### src/hdl/pmfp_pkg.sv
// Purpose: shared constants and carriers of the fabric-side master port of the PCI core
// Assumes: one clock, fabric side; the PCI clock arrives as a sampled rising-edge pulse
// Notes: the list below states the behaviour this port keeps
//
// Behaviour
// - The core presents a 64-bit data bus and an 8-bit extension from its read path.
// - The core raises an active-high abort flag when its current PCI cycle is aborted.
// - With shift select at 1 the status output is the OR of all masked status bits.
// - With shift select at 0 the status output walks all status bits, mask ignored, one per PCI edge.
// - Returning shift select to 1 restarts the serial walk from the first bit.
// - The status set holds parity error, target abort received and master abort received.
// - Each clock edge with address load low, no FIFO clear and the address store not full captures command, burst length and address.
// - The core drives an active-low full flag when no further address can be taken.
// - The core exposes a 3-bit state counter tracking master read and write progress.
// - An active-low master FIFO clear from the fabric empties every master FIFO.
// - The master-ready output is low from one clock after PCI bus reset or a FIFO clear starts until one clock after it ends.
package pmfp_pkg;

    localparam int DATA_W = 64;
    localparam int EXT_W = 8;
    localparam int CMD_W = 4;
    localparam int BURST_W = 8;
    localparam int ADDR_W = 64;
    localparam int STATE_W = 3;
    localparam int FIFO_DEPTH = 16;
    localparam int ADDR_DEPTH = 2;

    // status bit positions
    localparam int NUM_STAT = 3;
    localparam int STAT_PARITY = 0;
    localparam int STAT_TABORT = 1;
    localparam int STAT_MABORT = 2;

    // command bit that marks a write in the PCI command code
    localparam int CMD_WRITE_BIT = 0;

    // state counter codes seen by the fabric
    localparam logic [STATE_W-1:0] SC_IDLE = 3'h0;
    localparam logic [STATE_W-1:0] SC_ADDR = 3'h1;
    localparam logic [STATE_W-1:0] SC_WDATA = 3'h2;
    localparam logic [STATE_W-1:0] SC_RDATA = 3'h3;
    localparam logic [STATE_W-1:0] SC_DONE = 3'h4;

    typedef struct packed {
        logic [EXT_W-1:0] ext;
        logic [DATA_W-1:0] main;
    } pmfp_data_t;

    typedef struct packed {
        logic [CMD_W-1:0] cmd;
        logic [BURST_W-1:0] burst;
        logic [ADDR_W-1:0] addr;
    } pmfp_addr_t;

endpackage

### src/hdl/pmfp_fifo.sv
// Purpose: small synchronous FIFO with valid/ready on both sides and a flush
// Assumes: flush empties the store in one cycle and wins over a push
// Notes: storage is flip-flops indexed by read and write pointers
module pmfp_fifo #(
    parameter int WIDTH = 72,
    parameter int DEPTH = 16
) (
    // clock and reset
    input wire logic clk_sys_i,
    input wire logic rst_n_i,
    input wire logic flush_i,
    // fill side
    input wire logic in_valid_i,
    output logic in_ready_o,
    input wire logic [WIDTH-1:0] in_data_i,
    // drain side
    output logic out_valid_o,
    input wire logic out_ready_i,
    output logic [WIDTH-1:0] out_data_o
);
    localparam int PW = (DEPTH > 1) ? $clog2(DEPTH) : 1;

    if (DEPTH < 2 || (DEPTH & (DEPTH - 1)) != 0)
    begin
        $error("pmfp_fifo: DEPTH must be a power of two, at least 2");
    end

    logic [WIDTH-1:0] mem_q [DEPTH];
    logic [PW-1:0] wr_q;
    logic [PW-1:0] rd_q;
    logic [PW:0] cnt_q;
    logic push;
    logic pop;

    assign in_ready_o = (cnt_q != (PW+1)'(DEPTH)) && !flush_i;
    assign out_valid_o = (cnt_q != '0);
    assign out_data_o = mem_q[rd_q];
    assign push = in_valid_i && in_ready_o;
    assign pop = out_valid_o && out_ready_i && !flush_i;

    always_ff @(posedge clk_sys_i)
    begin
        if (push)
            mem_q[wr_q] <= in_data_i;
    end

    always_ff @(posedge clk_sys_i or negedge rst_n_i)
    begin
        if (!rst_n_i)
        begin
            wr_q <= '0;
            rd_q <= '0;
            cnt_q <= '0;
        end
        else if (flush_i)
        begin
            wr_q <= '0;
            rd_q <= '0;
            cnt_q <= '0;
        end
        else
        begin
            if (push)
                wr_q <= wr_q + 1'b1;
            if (pop)
                rd_q <= rd_q + 1'b1;
            if (push && !pop)
                cnt_q <= cnt_q + 1'b1;
            else if (pop && !push)
                cnt_q <= cnt_q - 1'b1;
        end
    end

endmodule

### src/hdl/pmfp_port.sv
// Purpose: fabric-facing master port of the embedded PCI core
// Assumes: fabric inputs are synchronous to clk_sys_i; pci_clk_rise_i marks PCI rising edges
// Notes: the PCI-side engine is reduced to valid/ready and acknowledge strobes
module pmfp_port #(
    parameter int FIFO_DEPTH = pmfp_pkg::FIFO_DEPTH,
    parameter int ADDR_DEPTH = pmfp_pkg::ADDR_DEPTH
) (
    // clock and reset
    input wire logic clk_sys_i,
    input wire logic rst_n_i,
    // data from fabric into the master write FIFO
    input wire pmfp_pkg::pmfp_data_t fab_wdata_i,
    input wire logic fab_wvalid_i,
    output logic fab_wready_o,
    // data to fabric from the master read path
    output pmfp_pkg::pmfp_data_t fab_rdata_o,
    output logic fab_rvalid_o,
    // master general signals
    input wire logic fabric_master_busy_n_i,
    output logic cycle_aborted_o,
    input wire logic status_shift_sel_i,
    input wire logic [pmfp_pkg::NUM_STAT-1:0] status_mask_i,
    output logic status_o,
    // master address loading
    input wire logic addr_load_n_i,
    input wire logic [pmfp_pkg::CMD_W-1:0] cmd_i,
    input wire logic [pmfp_pkg::BURST_W-1:0] burst_len_i,
    input wire logic [pmfp_pkg::ADDR_W-1:0] start_addr_i,
    output logic master_addr_full_n_o,
    output logic [pmfp_pkg::STATE_W-1:0] master_state_o,
    input wire logic master_fifo_clear_n_i,
    output logic master_ready_o,
    // PCI-side engine
    input wire logic pci_clk_rise_i,
    input wire logic pci_bus_reset_i,
    output pmfp_pkg::pmfp_addr_t pci_addr_o,
    output logic pci_addr_valid_o,
    input wire logic pci_addr_ack_i,
    output pmfp_pkg::pmfp_data_t pci_wdata_o,
    output logic pci_wvalid_o,
    input wire logic pci_wready_i,
    input wire pmfp_pkg::pmfp_data_t pci_rdata_i,
    input wire logic pci_rvalid_i,
    input wire logic pci_abort_i,
    input wire logic pci_parity_err_i,
    input wire logic pci_target_abort_i,
    input wire logic pci_master_abort_i
);

    localparam int AW = $clog2(ADDR_DEPTH);
    localparam int DW = $bits(pmfp_pkg::pmfp_data_t);

    if (ADDR_DEPTH < 2 || (ADDR_DEPTH & (ADDR_DEPTH - 1)) != 0)
    begin
        $error("pmfp_port: ADDR_DEPTH must be a power of two, at least 2");
    end
    if (FIFO_DEPTH < 2)
    begin
        $error("pmfp_port: FIFO_DEPTH must be at least 2");
    end

    typedef enum logic [2:0] {
        ST_IDLE,
        ST_ADDR,
        ST_WDATA,
        ST_RDATA,
        ST_DONE
    } pmfp_state_t;

    // declared early: the write FIFO and address store both gate on it
    pmfp_state_t state_q;

    ////////////////////////////////////////////////////////////////////////////////
    // clear and ready

    logic clear;
    logic ready_q;

    // clear is level-sensitive: every master store stays empty while it is held
    assign clear = !master_fifo_clear_n_i;

    always_ff @(posedge clk_sys_i or negedge rst_n_i)
    begin
        if (!rst_n_i)
            ready_q <= 1'b0;
        else
            ready_q <= !pci_bus_reset_i && !clear;
    end

    assign master_ready_o = ready_q;

    ////////////////////////////////////////////////////////////////////////////////
    // master write FIFO

    // fabric busy input carries no function in this core
    logic busy_unused;
    assign busy_unused = fabric_master_busy_n_i;

    pmfp_fifo #(
        .WIDTH(DW),
        .DEPTH(FIFO_DEPTH)
    ) u_wfifo (
        .clk_sys_i(clk_sys_i),
        .rst_n_i(rst_n_i),
        .flush_i(clear),
        .in_valid_i(fab_wvalid_i),
        .in_ready_o(fab_wready_o),
        .in_data_i(fab_wdata_i),
        .out_valid_o(pci_wvalid_o),
        .out_ready_i(pci_wready_i && (state_q == ST_WDATA)),
        .out_data_o(pci_wdata_o)
    );

    ////////////////////////////////////////////////////////////////////////////////
    // master address register

    pmfp_pkg::pmfp_addr_t aq_q [ADDR_DEPTH];
    logic [AW-1:0] aw_q;
    logic [AW-1:0] ar_q;
    logic [AW:0] acnt_q;
    logic a_full;
    logic a_push;
    logic a_pop;

    assign a_full = (acnt_q == (AW+1)'(ADDR_DEPTH));
    // a load while full is dropped; fabric is expected to watch the flag
    assign a_push = !addr_load_n_i && !a_full && !clear;
    assign a_pop = pci_addr_valid_o && pci_addr_ack_i && (state_q == ST_ADDR);
    assign master_addr_full_n_o = !a_full;
    assign pci_addr_valid_o = (acnt_q != '0) && (state_q == ST_ADDR);
    assign pci_addr_o = aq_q[ar_q];

    always_ff @(posedge clk_sys_i)
    begin
        if (a_push)
        begin
            aq_q[aw_q].cmd <= cmd_i;
            aq_q[aw_q].burst <= burst_len_i;
            aq_q[aw_q].addr <= start_addr_i;
        end
    end

    always_ff @(posedge clk_sys_i or negedge rst_n_i)
    begin
        if (!rst_n_i)
        begin
            aw_q <= '0;
            ar_q <= '0;
            acnt_q <= '0;
        end
        else if (clear)
        begin
            aw_q <= '0;
            ar_q <= '0;
            acnt_q <= '0;
        end
        else
        begin
            if (a_push)
                aw_q <= aw_q + 1'b1;
            if (a_pop)
                ar_q <= ar_q + 1'b1;
            if (a_push && !a_pop)
                acnt_q <= acnt_q + 1'b1;
            else if (a_pop && !a_push)
                acnt_q <= acnt_q - 1'b1;
        end
    end

    ////////////////////////////////////////////////////////////////////////////////
    // master engine and state counter

    logic [pmfp_pkg::BURST_W-1:0] beats_q;
    logic beat;
    logic last_beat;

    assign beat = ((state_q == ST_WDATA) && pci_wvalid_o && pci_wready_i)
        || ((state_q == ST_RDATA) && pci_rvalid_i);
    // a burst length of zero is served as one beat
    assign last_beat = beat && (beats_q <= 8'h01);

    always_ff @(posedge clk_sys_i or negedge rst_n_i)
    begin
        if (!rst_n_i)
        begin
            state_q <= ST_IDLE;
            beats_q <= '0;
        end
        else if (clear || pci_bus_reset_i)
        begin
            state_q <= ST_IDLE;
            beats_q <= '0;
        end
        else
        begin
            unique case (state_q)
                ST_IDLE:
                begin
                    if (acnt_q != '0)
                        state_q <= ST_ADDR;
                end
                ST_ADDR:
                begin
                    if (a_pop)
                    begin
                        beats_q <= pci_addr_o.burst;
                        if (pci_addr_o.cmd[pmfp_pkg::CMD_WRITE_BIT])
                            state_q <= ST_WDATA;
                        else
                            state_q <= ST_RDATA;
                    end
                end
                ST_WDATA, ST_RDATA:
                begin
                    if (pci_abort_i || last_beat)
                        state_q <= ST_DONE;
                    else if (beat)
                        beats_q <= beats_q - 1'b1;
                end
                ST_DONE:
                    state_q <= ST_IDLE;
            endcase
        end
    end

    always_comb
    begin
        master_state_o = pmfp_pkg::SC_IDLE;
        unique case (state_q)
            ST_IDLE: master_state_o = pmfp_pkg::SC_IDLE;
            ST_ADDR: master_state_o = pmfp_pkg::SC_ADDR;
            ST_WDATA: master_state_o = pmfp_pkg::SC_WDATA;
            ST_RDATA: master_state_o = pmfp_pkg::SC_RDATA;
            ST_DONE: master_state_o = pmfp_pkg::SC_DONE;
        endcase
    end

    ////////////////////////////////////////////////////////////////////////////////
    // read data to fabric

    always_ff @(posedge clk_sys_i or negedge rst_n_i)
    begin
        if (!rst_n_i)
        begin
            fab_rdata_o <= '0;
            fab_rvalid_o <= 1'b0;
        end
        else if (clear)
            fab_rvalid_o <= 1'b0;
        else
        begin
            fab_rvalid_o <= (state_q == ST_RDATA) && pci_rvalid_i;
            if ((state_q == ST_RDATA) && pci_rvalid_i)
                fab_rdata_o <= pci_rdata_i;
        end
    end

    ////////////////////////////////////////////////////////////////////////////////
    // abort indication

    // held from the abort until the next address is acknowledged or a FIFO clear
    always_ff @(posedge clk_sys_i or negedge rst_n_i)
    begin
        if (!rst_n_i)
            cycle_aborted_o <= 1'b0;
        else if (pci_abort_i && (state_q == ST_WDATA || state_q == ST_RDATA))
            cycle_aborted_o <= 1'b1;
        else if (a_pop || clear)
            cycle_aborted_o <= 1'b0;
    end

    ////////////////////////////////////////////////////////////////////////////////
    // status flags and status output

    logic [pmfp_pkg::NUM_STAT-1:0] stat_q;
    logic [pmfp_pkg::NUM_STAT-1:0] stat_set;
    logic [1:0] sidx_q;
    logic status_q;

    always_comb
    begin
        stat_set = '0;
        stat_set[pmfp_pkg::STAT_PARITY] = pci_parity_err_i;
        stat_set[pmfp_pkg::STAT_TABORT] = pci_target_abort_i;
        stat_set[pmfp_pkg::STAT_MABORT] = pci_master_abort_i;
    end

    // sticky; a bus reset clears them, but a new event in the same cycle wins
    always_ff @(posedge clk_sys_i or negedge rst_n_i)
    begin
        if (!rst_n_i)
            stat_q <= '0;
        else if (pci_bus_reset_i)
            stat_q <= stat_set;
        else
            stat_q <= stat_q | stat_set;
    end

    always_ff @(posedge clk_sys_i or negedge rst_n_i)
    begin
        if (!rst_n_i)
            sidx_q <= '0;
        else if (status_shift_sel_i)
            sidx_q <= '0;
        else if (pci_clk_rise_i)
        begin
            if (sidx_q == 2'(pmfp_pkg::NUM_STAT - 1))
                sidx_q <= '0;
            else
                sidx_q <= sidx_q + 1'b1;
        end
    end

    always_ff @(posedge clk_sys_i or negedge rst_n_i)
    begin
        if (!rst_n_i)
            status_q <= 1'b0;
        else if (status_shift_sel_i)
            status_q <= |(stat_q & status_mask_i);
        else
            status_q <= stat_q[sidx_q];
    end

    assign status_o = status_q;

endmodule

### config.mk
export PLATFORM = sky130hd
export DESIGN_NAME = pmfp_port
export DESIGN_NICKNAME = d
export VERILOG_FILES = /design/src/hdl/pmfp_pkg.sv /design/src/hdl/pmfp_fifo.sv /design/src/hdl/pmfp_port.sv
export SDC_FILE = /design/constraint.sdc
export NUM_CORES = 1
export LEC_CHECK = 0
export BUFFER_PORTS_ARGS = -buffer_cell sky130_fd_sc_hd__buf_2
export CAP_MARGIN = 30
export CORE_MARGIN = 4
export CORE_UTILIZATION = 45
export DETAILED_ROUTE_END_ITERATION = 10
export MAX_ROUTING_LAYER = met4
export PLACE_DENSITY = 0.64
export SYNTH_ARGS = -nofsm -noshare
export SYNTH_HDL_FRONTEND = slang
export SYNTH_SLANG_ARGS = --single-unit
### constraint.sdc
create_clock -name clk_sys_i -period 7 [get_ports clk_sys_i]
set_input_delay 0.35 -clock clk_sys_i [delete_from_list [all_inputs] [get_ports clk_sys_i]]
set_output_delay 0.35 -clock clk_sys_i [all_outputs]
set_load 0.005 [all_outputs]
==> results of run 1 <==
layout by cell type, fill, tap and decap left out, types with 4 or more instances in the layout:
master	n
edfxtp_1	1304
buf_2	467
dlygate4sd3_1	235
mux2_2	221
mux2i_1	220
clkbuf_16	149
o21ai_0	148
mux4_2	144
dfrtp_1	104
nand2_1	95
a21oi_1	94
a22oi_1	74
a221oi_1	73
clkinv_1	33
nor2_1	33
buf_4	32
clkbuf_1	30
clkinv_2	23
and2_4	17
ha_1	11
bufinv_16	11
inv_1	10
diode_2	9
inv_6	8
nor3_1	7
xnor2_1	7
nand3_1	7
nand2b_1	5
xor2_1	5
o32ai_1	5
buf_12	5
nor3b_1	4
a21o_1	4
dfrtp_4	4
flip-flops by register name, summed over array words and instances (netlist names):
register,count
acnt_q,2
aq_q,152
ar_q,1
aw_q,1
beats_q,8
cycle_aborted_o,1
fab_rdata_o,72
fab_rvalid_o,1
master_ready_o,1
sidx_q,2
stat_q,3
state_q,3
status_o,1
u_wfifo.cnt_q,5
u_wfifo.mem_q,1152
u_wfifo.rd_q,4
u_wfifo.wr_q,4
kinds of logic after synthesis:
group | synth area share [%]
adder cells (fa/ha/maj) | 0.290
AND/OR/NAND/NOR | 1.63
flip-flops | 77.1
AO/OA/AOI/OAI | 4.87
XOR/XNOR | 0.223
multiplexers | 14.6
buffers and inverters | 1.28
power by group:
group | switching [W] | total (W) | internal [W]
registers | 0.0000443 | 0.00941 | 0.00936
logic | 0.000412 | 0.000722 | 0.000309
clock network | 0.00317 | 0.00751 | 0.00434
total | 0.00363 | 0.0176 | 0.0140
critical path: cells and delay by family (launching register included):
| family | cells | cell delay, ps |
|---|---|---|
| buffers and inverters | 3 | 1830 |
| flip-flops | 1 | 970 |
| multiplexers | 1 | 420 |
| AO/OA/AOI/OAI | 1 | 190 |
| AND/OR/NAND/NOR | 1 | 190 |
routing by layer:
metal | vias to the layer above | track usage, % | routed length (um) | part of all wire [%]
li1 | 12800 | - | - | -
met1 | 15100 | 27.9 | 55900 | 42
met2 | 782 | 35.4 | 67300 | 50
met3 | 226 | 3.58 | 6920 | 5.2
met4 | 0 | 6.46 | 3620 | 2.7
met5 | - | - | 0 | 0
worst max-delay path by stage:
stage / endpoint / slack (ps) / depth (start not counted)
after floorplan: aq_q[0][0]$_DFFE_PP_ / 2430 / 4
after global placement: pci_wdata_o[44] / 2890 / 6
after detailed placement: pci_wdata_o[44] / 2950 / 6
after CTS: pci_wdata_o[44] / 2120 / 6
after global routing: pci_wdata_o[44] / 2050 / 6
final: pci_wdata_o[44] / 2260 / 6
cell type report:
class	count	share of cell area, %
clock buffers	181	5.91
diodes	9	0.0344
flip-flops and latches	1413	64.0
clock inverters	81	1.14
inverters	11	0.0631
repair buffers	740	7.72
well taps	1612	3.08
multi-input cells	1216	18.0
per-stage QoR:
step | setup slack (ps) | cell area, sq um | util [%]
3_5_place_dp | 2950 | 58500 | 48.7
3_3_place_gp | 2890 | 58400 | 48.7
4_1_cts | 2120 | 65400 | 54.6
2_1_floorplan | 2430 | 54300 | -
5_1_grt | 2050 | 65500 | 54.6
6_report | 2260 | 65500 | 54.6
==> results.json, run 1 <==
{
  "grt_pass1_vias": 29700,
  "synthCells": 2783,
  "max_stage_delay_ps": 970,
  "vias": 28900,
  "clk_pin_slew_worst_paths_ps": 60,
  "fin_crit_sh_pct": 67.8,
  "syn_to_final_growth_pct": 20.5,
  "fillers": 9240,
  "cts_sinks": 1413,
  "synth_edf_count": 1304,
  "hold_viol": 0,
  "finalSetupViolations": 0,
  "slew_violations": 0,
  "avgRoutedWirePerCell_um": 25.4,
  "htree_num_levels": 4,
  "path_common_cell": "buf_4",
  "clock_skew_ps": 23.4,
  "dp_hpwl_um": 71400,
  "core_area_sq_um": 120000,
  "worst_setup_path_start_kind": "flip-flop",
  "hold_path.startpoint": "fab_wvalid_i",
  "cts_setup_buffers": 0,
  "dp.cells": 4757,
  "grt_pass1_wl_um": 195000,
  "syn_nets": 3034,
  "clkLatencyLatePin_ps": 750,
  "grt.total_usage_pct": 21.5,
  "reg2reg_from": "u_wfifo.cnt_q[0]$_DFFE_PN0P_",
  "whs_path_depth": 5,
  "cp_data_arrival_time_ps": 4390,
  "hold_path_end": "u_wfifo.wr_q[0]$_DFFE_PN0P_",
  "syn_area_sq_um": 54300,
  "start_util_pct": 45.3,
  "synth_area_leader_cell": "edfxtp_1",
  "ys_types": 57,
  "fmax_mhz": 211,
  "dr.pass1.iters": 5,
  "layout.nets": 3780,
  "cp_cell_sequence": "buf_4 > buf_4 > mux4_2 > a22oi_1 > nand2_1 > buf_2",
  "holdBufCountCts": 235,
  "die_h_um": 355,
  "portBuffers": 468,
  "async_reset_ff_share_pct": 7.71,
  "num_rows": 127,
  "tightest_slew_ps": 1020,
  "worstPathRequired_ps": 6650,
  "yosys-top-cells-area": "edfxtp_1 72%, mux4_2 6.0%, dfrtp_1 5.0%, mux2_2 4.6%, mux2i_1 4.1%",
  "fin_cells": 5263,
  "cts_tree": "done",
  "grt_max_degree": 121,
  "ys_warn_count": 0,
  "cts_buffers": 147,
  "ys_ff_latch": 1413,
  "gp_congestion": 0.809,
  "synth.top_cells.by_count": "1304 x edfxtp_1, 221 x mux2_2, 220 x mux2i_1",
  "cts-resized-gates": 0,
  "cap_viol_max_count": 0,
  "die_area_sq_um": 126000,
  "power.density_nw_per_um2": 269,
  "crit_type": "reg2out",
  "synth_top_area_share_pct": 72.1,
  "vdd_drop_max_uv": 217,
  "cp-startpoint": "u_wfifo.rd_q[1]$_DFFE_PN0P_",
  "layout-drive-gt1-share_pct": 30.5,
  "setup_tns_ps": 0,
  "whs_ps": 119,
  "slowest_stage": "dfrtp_4",
  "post_drt_via_cell_ratio": 5.50,
  "cts.path.max_buffers": 3,
  "grt_setup_unrepaired": "false",
  "relSlewSlack_pct": 32.3,
  "status": "finished clean",
  "routed_wl_um": 134000,
  "p_total_w": 0.0176,
  "yosysSeqAreaShare_pct": 77.1,
  "synth_ff_type": "edfxtp_1",
  "hold_path.class": "in2reg",
  "ff2ff_path_depth": 6,
  "worstSetupEndpointType": "primary output",
  "p_leak_nw": 22.1,
  "die-width_um": 355,
  "grt_overflow": 0,
  "period_minus_slack_ps": 4740,
  "drc_errors": 0,
  "root_buffer": "clkbuf_16",
  "timing.rr.end": "u_wfifo.mem_q[10][25]$_DFFE_PP_",
  "r2r_slack_ps": 3220,
  "cp_max_fo": 55,
  "multi_input_area_sq_um": 11800,
  "avgSynthCellArea_sq_um": 19.5,
  "register_area_sq_um": 41900,
  "antenna_found_initial": 13,
  "ant_nets": 0,
  "dr.first_iter.drc_count": 2345,
  "num_io_pins": 470,
  "yosysMostFrequentCell": "edfxtp_1"
}
Note: power is estimated with default switching activity, not from simulation.
==> run 2, diff against run 1 <==
--- a/config.mk
+++ b/config.mk
@@ -11,7 +11,7 @@
 export CORE_UTILIZATION = 45
 export DETAILED_ROUTE_END_ITERATION = 10
 export MAX_ROUTING_LAYER = met4
-export PLACE_DENSITY = 0.64
+export PLACE_DENSITY = 0.66
 export SYNTH_ARGS = -nofsm -noshare
 export SYNTH_HDL_FRONTEND = slang
 export SYNTH_SLANG_ARGS = --single-unit
==> constraint.sdc (replaced) <==
create_clock -name clk_sys_i -period 4.1 [get_ports clk_sys_i]
set_input_delay 0.205 -clock clk_sys_i [delete_from_list [all_inputs] [get_ports clk_sys_i]]
set_output_delay 0.205 -clock clk_sys_i [all_outputs]
set_load 0.005 [all_outputs]
==> run 2 against run 1 <==
Effect of this change:
- via count rose by 1.3%
- cell count rose by 1.1%
- count of clock-buffer cells in the layout is 7 higher
- highest routed layer unchanged
==> results.json, run 2 (same netlist as run 1, synthesis figures left out) <==
{
  "cts.path.max_buffers": 3,
  "cp_data_arrival_time_ps": 3470,
  "relSlewSlack_pct": 34.7,
  "fmax_mhz": 272,
  "dr.first_iter.drc_count": 2136,
  "antenna_found_initial": 17,
  "slowest_stage": "dfrtp_4",
  "die_area_sq_um": 126000,
  "vias": 29300,
  "p_leak_nw": 22.5,
  "layout.nets": 3830,
  "grt_pass1_vias": 30500,
  "fin_area_sq_um": 66500,
  "htree_num_levels": 4,
  "cp_max_fo": 41,
  "status": "finished clean",
  "worst_setup_path_start_kind": "flip-flop",
  "ant_nets": 0,
  "placedInstanceArea_sq_um": 59100,
  "layout_common_cells": "1304 x edfxtp_1, 467 x buf_2, 242 x dlygate4sd3_1",
  "cts_tree": "done",
  "routed_wl_um": 134000,
  "layout-drive-gt1-share_pct": 31.5,
  "register_area_sq_um": 41900,
  "cp_cell_sequence": "and2_4 > buf_4 > a221oi_1 > a22oi_1 > nand2_1 > buf_2",
  "grt_setup_unrepaired": "false",
  "grt_overflow": 0,
  "avgRoutedWirePerCell_um": 25.2,
  "dp_hpwl_um": 75600,
  "power.density_nw_per_um2": 461,
  "core_area_sq_um": 120000,
  "cts_buffers": 147,
  "cts_sinks": 1413,
  "fillers": 9163,
  "grt_pass1_wl_um": 197000,
  "clkLatencyLatePin_ps": 780,
  "worstSetupEndpointType": "primary output",
  "syn_to_final_growth_pct": 22.3,
  "finalSetupViolations": 0,
  "root_buffer": "clkbuf_16",
  "tightest_slew_ps": 980,
  "dr.pass1.iters": 7,
  "num_rows": 127,
  "largest_register_ffs": 1152,
  "period_minus_slack_ps": 3680,
  "layout_commonest_cell": "edfxtp_1",
  "num_io_pins": 470,
  "slew_violations": 0,
  "grt.total_usage_pct": 21.7,
  "top_regs": "u_wfifo.mem_q x1152, aq_q x152, fab_rdata_o x72",
  "portBuffers": 468,
  "worstPathRequired_ps": 3890,
  "hold_viol": 0,
  "regMostFlops": "u_wfifo.mem_q",
  "vdd_drop_max_uv": 417,
  "grt_max_degree": 101,
  "clock_skew_ps": 30.9,
  "crit_type": "reg2out",
  "hold_path.class": "in2reg",
  "setup_tns_ps": 0,
  "drc_errors": 0,
  "multi_input_area_sq_um": 11800,
  "die_h_um": 355,
  "cts-resized-gates": 0,
  "die-width_um": 355,
  "cap_viol_max_count": 0,
  "clk_pin_slew_worst_paths_ps": 60,
  "fin_crit_sh_pct": 89.7,
  "gp_congestion": 0.816,
  "max_stage_delay_ps": 770,
  "start_util_pct": 45.3,
  "post_drt_via_cell_ratio": 5.51
}
## run 2: changes by cell type in the layout (fill, tap and decap cells not counted), moves of 5 or more
cell           before  now
clkinv_1           33   21
dlygate4sd3_1     235  242
buf_12              5   29
buf_4              32   47
clkbuf_1           30   35
## run 2: per-layer routing
metal  wire [um]  track usage [%]  share of wire (%)
met5           0                -                  0
met4        4080             7.46                3.0
met3        6940             3.89                5.2
met2       66500             35.0                 50
met1       56400             28.1                 42
## run 2: stage by stage
step	util (%)	power (W)	hold slack, ps	std cells	worst slack, ps
finish	55.4	0.0306	133	5321	422
global route	55.4	0.0317	143	5320	196
CTS	55.3	0.0309	93.6	5307	272
detailed placement	49.3	0.0174	133	4798	1070
global placement	49.2	0.0174	390	4795	1100
floorplan	-	0.0168	-90.6	2783	527
## run 2: area by class of cell
type | instances | share of cell area (%)
antenna | 12 | 0.0452
clock buffer | 188 | 5.91
clock inverter | 79 | 1.38
multi-input combinational | 1216 | 17.8
sequential | 1413 | 63.0
tap | 1612 | 3.03
inverter | 11 | 0.0621
timing repair buffer | 790 | 8.75
## run 2: final timing paths
path | cells past startpoint | slack, ps | end | from
worst max-delay path | 6 | 420 | pci_wdata_o[27] | u_wfifo.rd_q[2]$_DFFE_PN0P_
min in group asynchronous | 4 | 570 | fab_rdata_o[10]$_DFFE_PN0P_ | rst_n_i
worst min-delay path | 4 | 130 | beats_q[1]$_DFFE_PN0P_ | pci_bus_reset_i
worst max register to register | 9 | 1040 | u_wfifo.cnt_q[4]$_DFFE_PN0P_ | state_q[1]$_DFFE_PN0P_
worst min register to register | 1 | 500 | fab_rdata_o[0]$_DFFE_PN0P_ | fab_rdata_o[0]$_DFFE_PN0P_
max in group asynchronous | 5 | 2520 | sidx_q[0]$_DFFE_PN0P_ | rst_n_i
## run 2: worst max-delay path, delay by kind of cell, from the launching register on
family                 cells  cell delay, ps
flip-flops                 1             770
AND/OR/NAND/NOR            2             930
AO/OA/AOI/OAI              2             340
buffers and inverters      2             630
## run 2: repair_timing
item / CTS / global route
hold buffers: 242 / 0
endpoints found under the hold margin: 1479 / 0
buffers inserted: 0 / 0
## run 2: power breakdown
part           switching (W)  total, W  internal (W)
Clock                0.00558    0.0133       0.00773
Sequential         0.0000763    0.0161        0.0160
Combinational       0.000712   0.00127      0.000556
Total                0.00637    0.0306        0.0243
==> run 3, diff against run 2 <==
--- a/config.mk
+++ b/config.mk
@@ -8,10 +8,10 @@
 export BUFFER_PORTS_ARGS = -buffer_cell sky130_fd_sc_hd__buf_2
 export CAP_MARGIN = 30
 export CORE_MARGIN = 4
-export CORE_UTILIZATION = 45
+export CORE_UTILIZATION = 40
 export DETAILED_ROUTE_END_ITERATION = 10
 export MAX_ROUTING_LAYER = met4
-export PLACE_DENSITY = 0.66
+export PLACE_DENSITY = 0.6
 export SYNTH_ARGS = -nofsm -noshare
 export SYNTH_HDL_FRONTEND = slang
 export SYNTH_SLANG_ARGS = --single-unit
==> run 3 against run 2 <==
Effect of this change:
- clock power barely moved
- final area rose by 0.26%
- combinational power barely moved
- largest cell class unchanged
==> results.json, run 3 (same netlist as run 1, synthesis figures left out) <==
{
  "slowest_stage": "dfrtp_4",
  "ff2ff_path_depth": 9,
  "dr.first_iter.drc_count": 2328,
  "cts.path.max_buffers": 3,
  "status": "finished clean",
  "gp_congestion": 0.799,
  "clock_skew_ps": 41.9,
  "dr.pass1.iters": 8,
  "power.density_nw_per_um2": 455,
  "grt_setup_unrepaired": "false",
  "hold_path_end": "aq_q[0][34]$_DFFE_PP_",
  "die-width_um": 377,
  "grt_pass1_wl_um": 200000,
  "period_minus_slack_ps": 3570,
  "combPwrFrac_pct": 4.2,
  "antenna_found_initial": 18,
  "grt_overflow": 0,
  "reg2reg_from": "state_q[1]$_DFFE_PN0P_",
  "grt_max_degree": 78,
  "layout-drive-gt1-share_pct": 31.2,
  "fin_crit_sh_pct": 87.1,
  "layout.nets": 3838,
  "switchingPower_w": 0.00639,
  "htree_num_levels": 4,
  "finalSetupViolations": 0,
  "drc_errors": 0,
  "dr.max_layer_used": "met4",
  "die_area_sq_um": 142000,
  "grt_pass1_vias": 30000,
  "vias": 29100,
  "r2r_slack_ps": 1040,
  "met2WireLength_um": 68800,
  "relSlewSlack_pct": 39.0,
  "p_leak_nw": 22.5,
  "crit_type": "reg2out",
  "layout_common_cells": "1304 x edfxtp_1, 467 x buf_2, 244 x dlygate4sd3_1",
  "worstPathRequired_ps": 3890,
  "clk_pin_slew_worst_paths_ps": 60,
  "path_delay_family": "simple AND/OR/NAND/NOR gates",
  "cts_buffers": 151,
  "met3_length_um": 6970,
  "start_util_pct": 40.5,
  "whs_path_depth": 2,
  "core_area_sq_um": 134000,
  "seq_power_share_pct": 52.9,
  "die_h_um": 377,
  "cp_data_arrival_time_ps": 3370,
  "largest_register_ffs": 1152,
  "vdd_drop_max_uv": 405,
  "internal_power_w": 0.0239,
  "worstSetupEndpointType": "primary output",
  "timing.rr.end": "u_wfifo.cnt_q[4]$_DFFE_PN0P_",
  "hold_path.class": "in2reg",
  "regMostFlops": "u_wfifo.mem_q",
  "crit_buf_inv": 2,
  "avgRoutedWirePerCell_um": 24.9,
  "setup_tns_ps": 0,
  "clock_power_share_pct": 42.9,
  "cts_sinks": 1413,
  "cap_viol_max_count": 0,
  "clkLatencyLatePin_ps": 800,
  "max_stage_delay_ps": 710,
  "cp_max_fo": 24,
  "portBuffers": 468,
  "met1_length_um": 57300,
  "routed_wl_um": 136000,
  "num_io_pins": 470,
  "num_rows": 134,
  "syn_to_final_growth_pct": 22.7,
  "p_total_w": 0.0303,
  "fmax_mhz": 280,
  "switching_share_pct": 21.1,
  "grt.total_usage_pct": 19.7,
  "root_buffer": "clkbuf_16",
  "ant_nets": 0,
  "cp_cell_sequence": "nor2b_4 > buf_4 > a221oi_1 > o21ai_0 > nand2_1 > buf_2",
  "cts_tree": "done",
  "top_regs": "u_wfifo.mem_q x1152, aq_q x152, fab_rdata_o x72",
  "tightest_slew_ps": 916,
  "worst_setup_path_start_kind": "flip-flop",
  "post_drt_via_cell_ratio": 5.31,
  "layout_commonest_cell": "edfxtp_1",
  "hold_viol": 0,
  "dp_hpwl_um": 75400,
  "slew_violations": 0,
  "hold_path.startpoint": "start_addr_i[34]"
}
-- run 3: layer usage --
layer | vias to the layer above | global-route usage, %
met3 | 189 | 3.42
li1 | 12900 | -
met5 | - | -
met2 | 766 | 32.1
met1 | 15200 | 25.5
met4 | 0 | 5.81
-- run 3: through the flow --
step           util (%)  hold slack, ps  cell area (sq um)  cells  setup WS [ps]
4_1_cts            49.6            67.0              66600   5466            371
5_1_grt            49.7            88.4              66600   5482            313
2_1_floorplan         -           -90.6              54300   2783            527
3_3_place_gp       44.2             280              59300   4954           1060
3_5_place_dp       44.3             283              59400   4956           1060
6_report           49.7             144              66600   5482            530
-- run 3: power by group through the flow --
stage	Combinational, W	Clock [W]	Sequential [W]
after global routing	0.00139	0.0140	0.0161
after floorplan	0.000439	0	0.0164
final	0.00127	0.0130	0.0161
after CTS	0.00129	0.0133	0.0161
after global placement	0.00104	0	0.0163
after detailed placement	0.00107	0	0.0164
-- run 3: repair_timing --
item | in CTS | in global routing
buffers inserted | 0 | 0
hold buffers | 245 | 0
resized for setup | 0 | 0
hold endpoints to repair | 1454 | 0
setup endpoints to repair | 0 | 0
-- run 3: worst max-delay path by stage --
stage / endpoint / depth (start not counted) / slack [ps] / start
floorplan: u_wfifo.mem_q[10][0]$_DFFE_PP_ / 5 / 530 / u_wfifo.cnt_q[0]$_DFFE_PN0P_
global placement: u_wfifo.cnt_q[4]$_DFFE_PN0P_ / 9 / 1060 / state_q[1]$_DFFE_PN0P_
detailed placement: u_wfifo.cnt_q[4]$_DFFE_PN0P_ / 9 / 1060 / state_q[1]$_DFFE_PN0P_
CTS: pci_wdata_o[29] / 6 / 370 / u_wfifo.rd_q[2]$_DFFE_PN0P_
global route: pci_wdata_o[29] / 6 / 310 / u_wfifo.rd_q[2]$_DFFE_PN0P_
finish: pci_wdata_o[29] / 6 / 530 / u_wfifo.rd_q[2]$_DFFE_PN0P_
-- run 3: cell type report --
| type | count | area, sq um |
|---|---|---|
| Fill cell | 11000 | 67500 |
| Sequential cell | 1413 | 41900 |
| Multi-Input combinational cell | 1216 | 11800 |
| Timing Repair Buffer | 794 | 5910 |
| Clock buffer | 194 | 3950 |
| Tap cell | 1768 | 2210 |
| Clock inverter | 71 | 772 |
| Inverter | 11 | 41.3 |
| Antenna cell | 15 | 37.5 |
-- run 3: worst register-to-register path: cells and delay by family (launching register included) --
family | cells | cell delay (ps)
flops | 1 | 620
mux | 1 | 210
fa+ha+maj | 1 | 260
compound gates | 4 | 1150
simple gates | 3 | 770
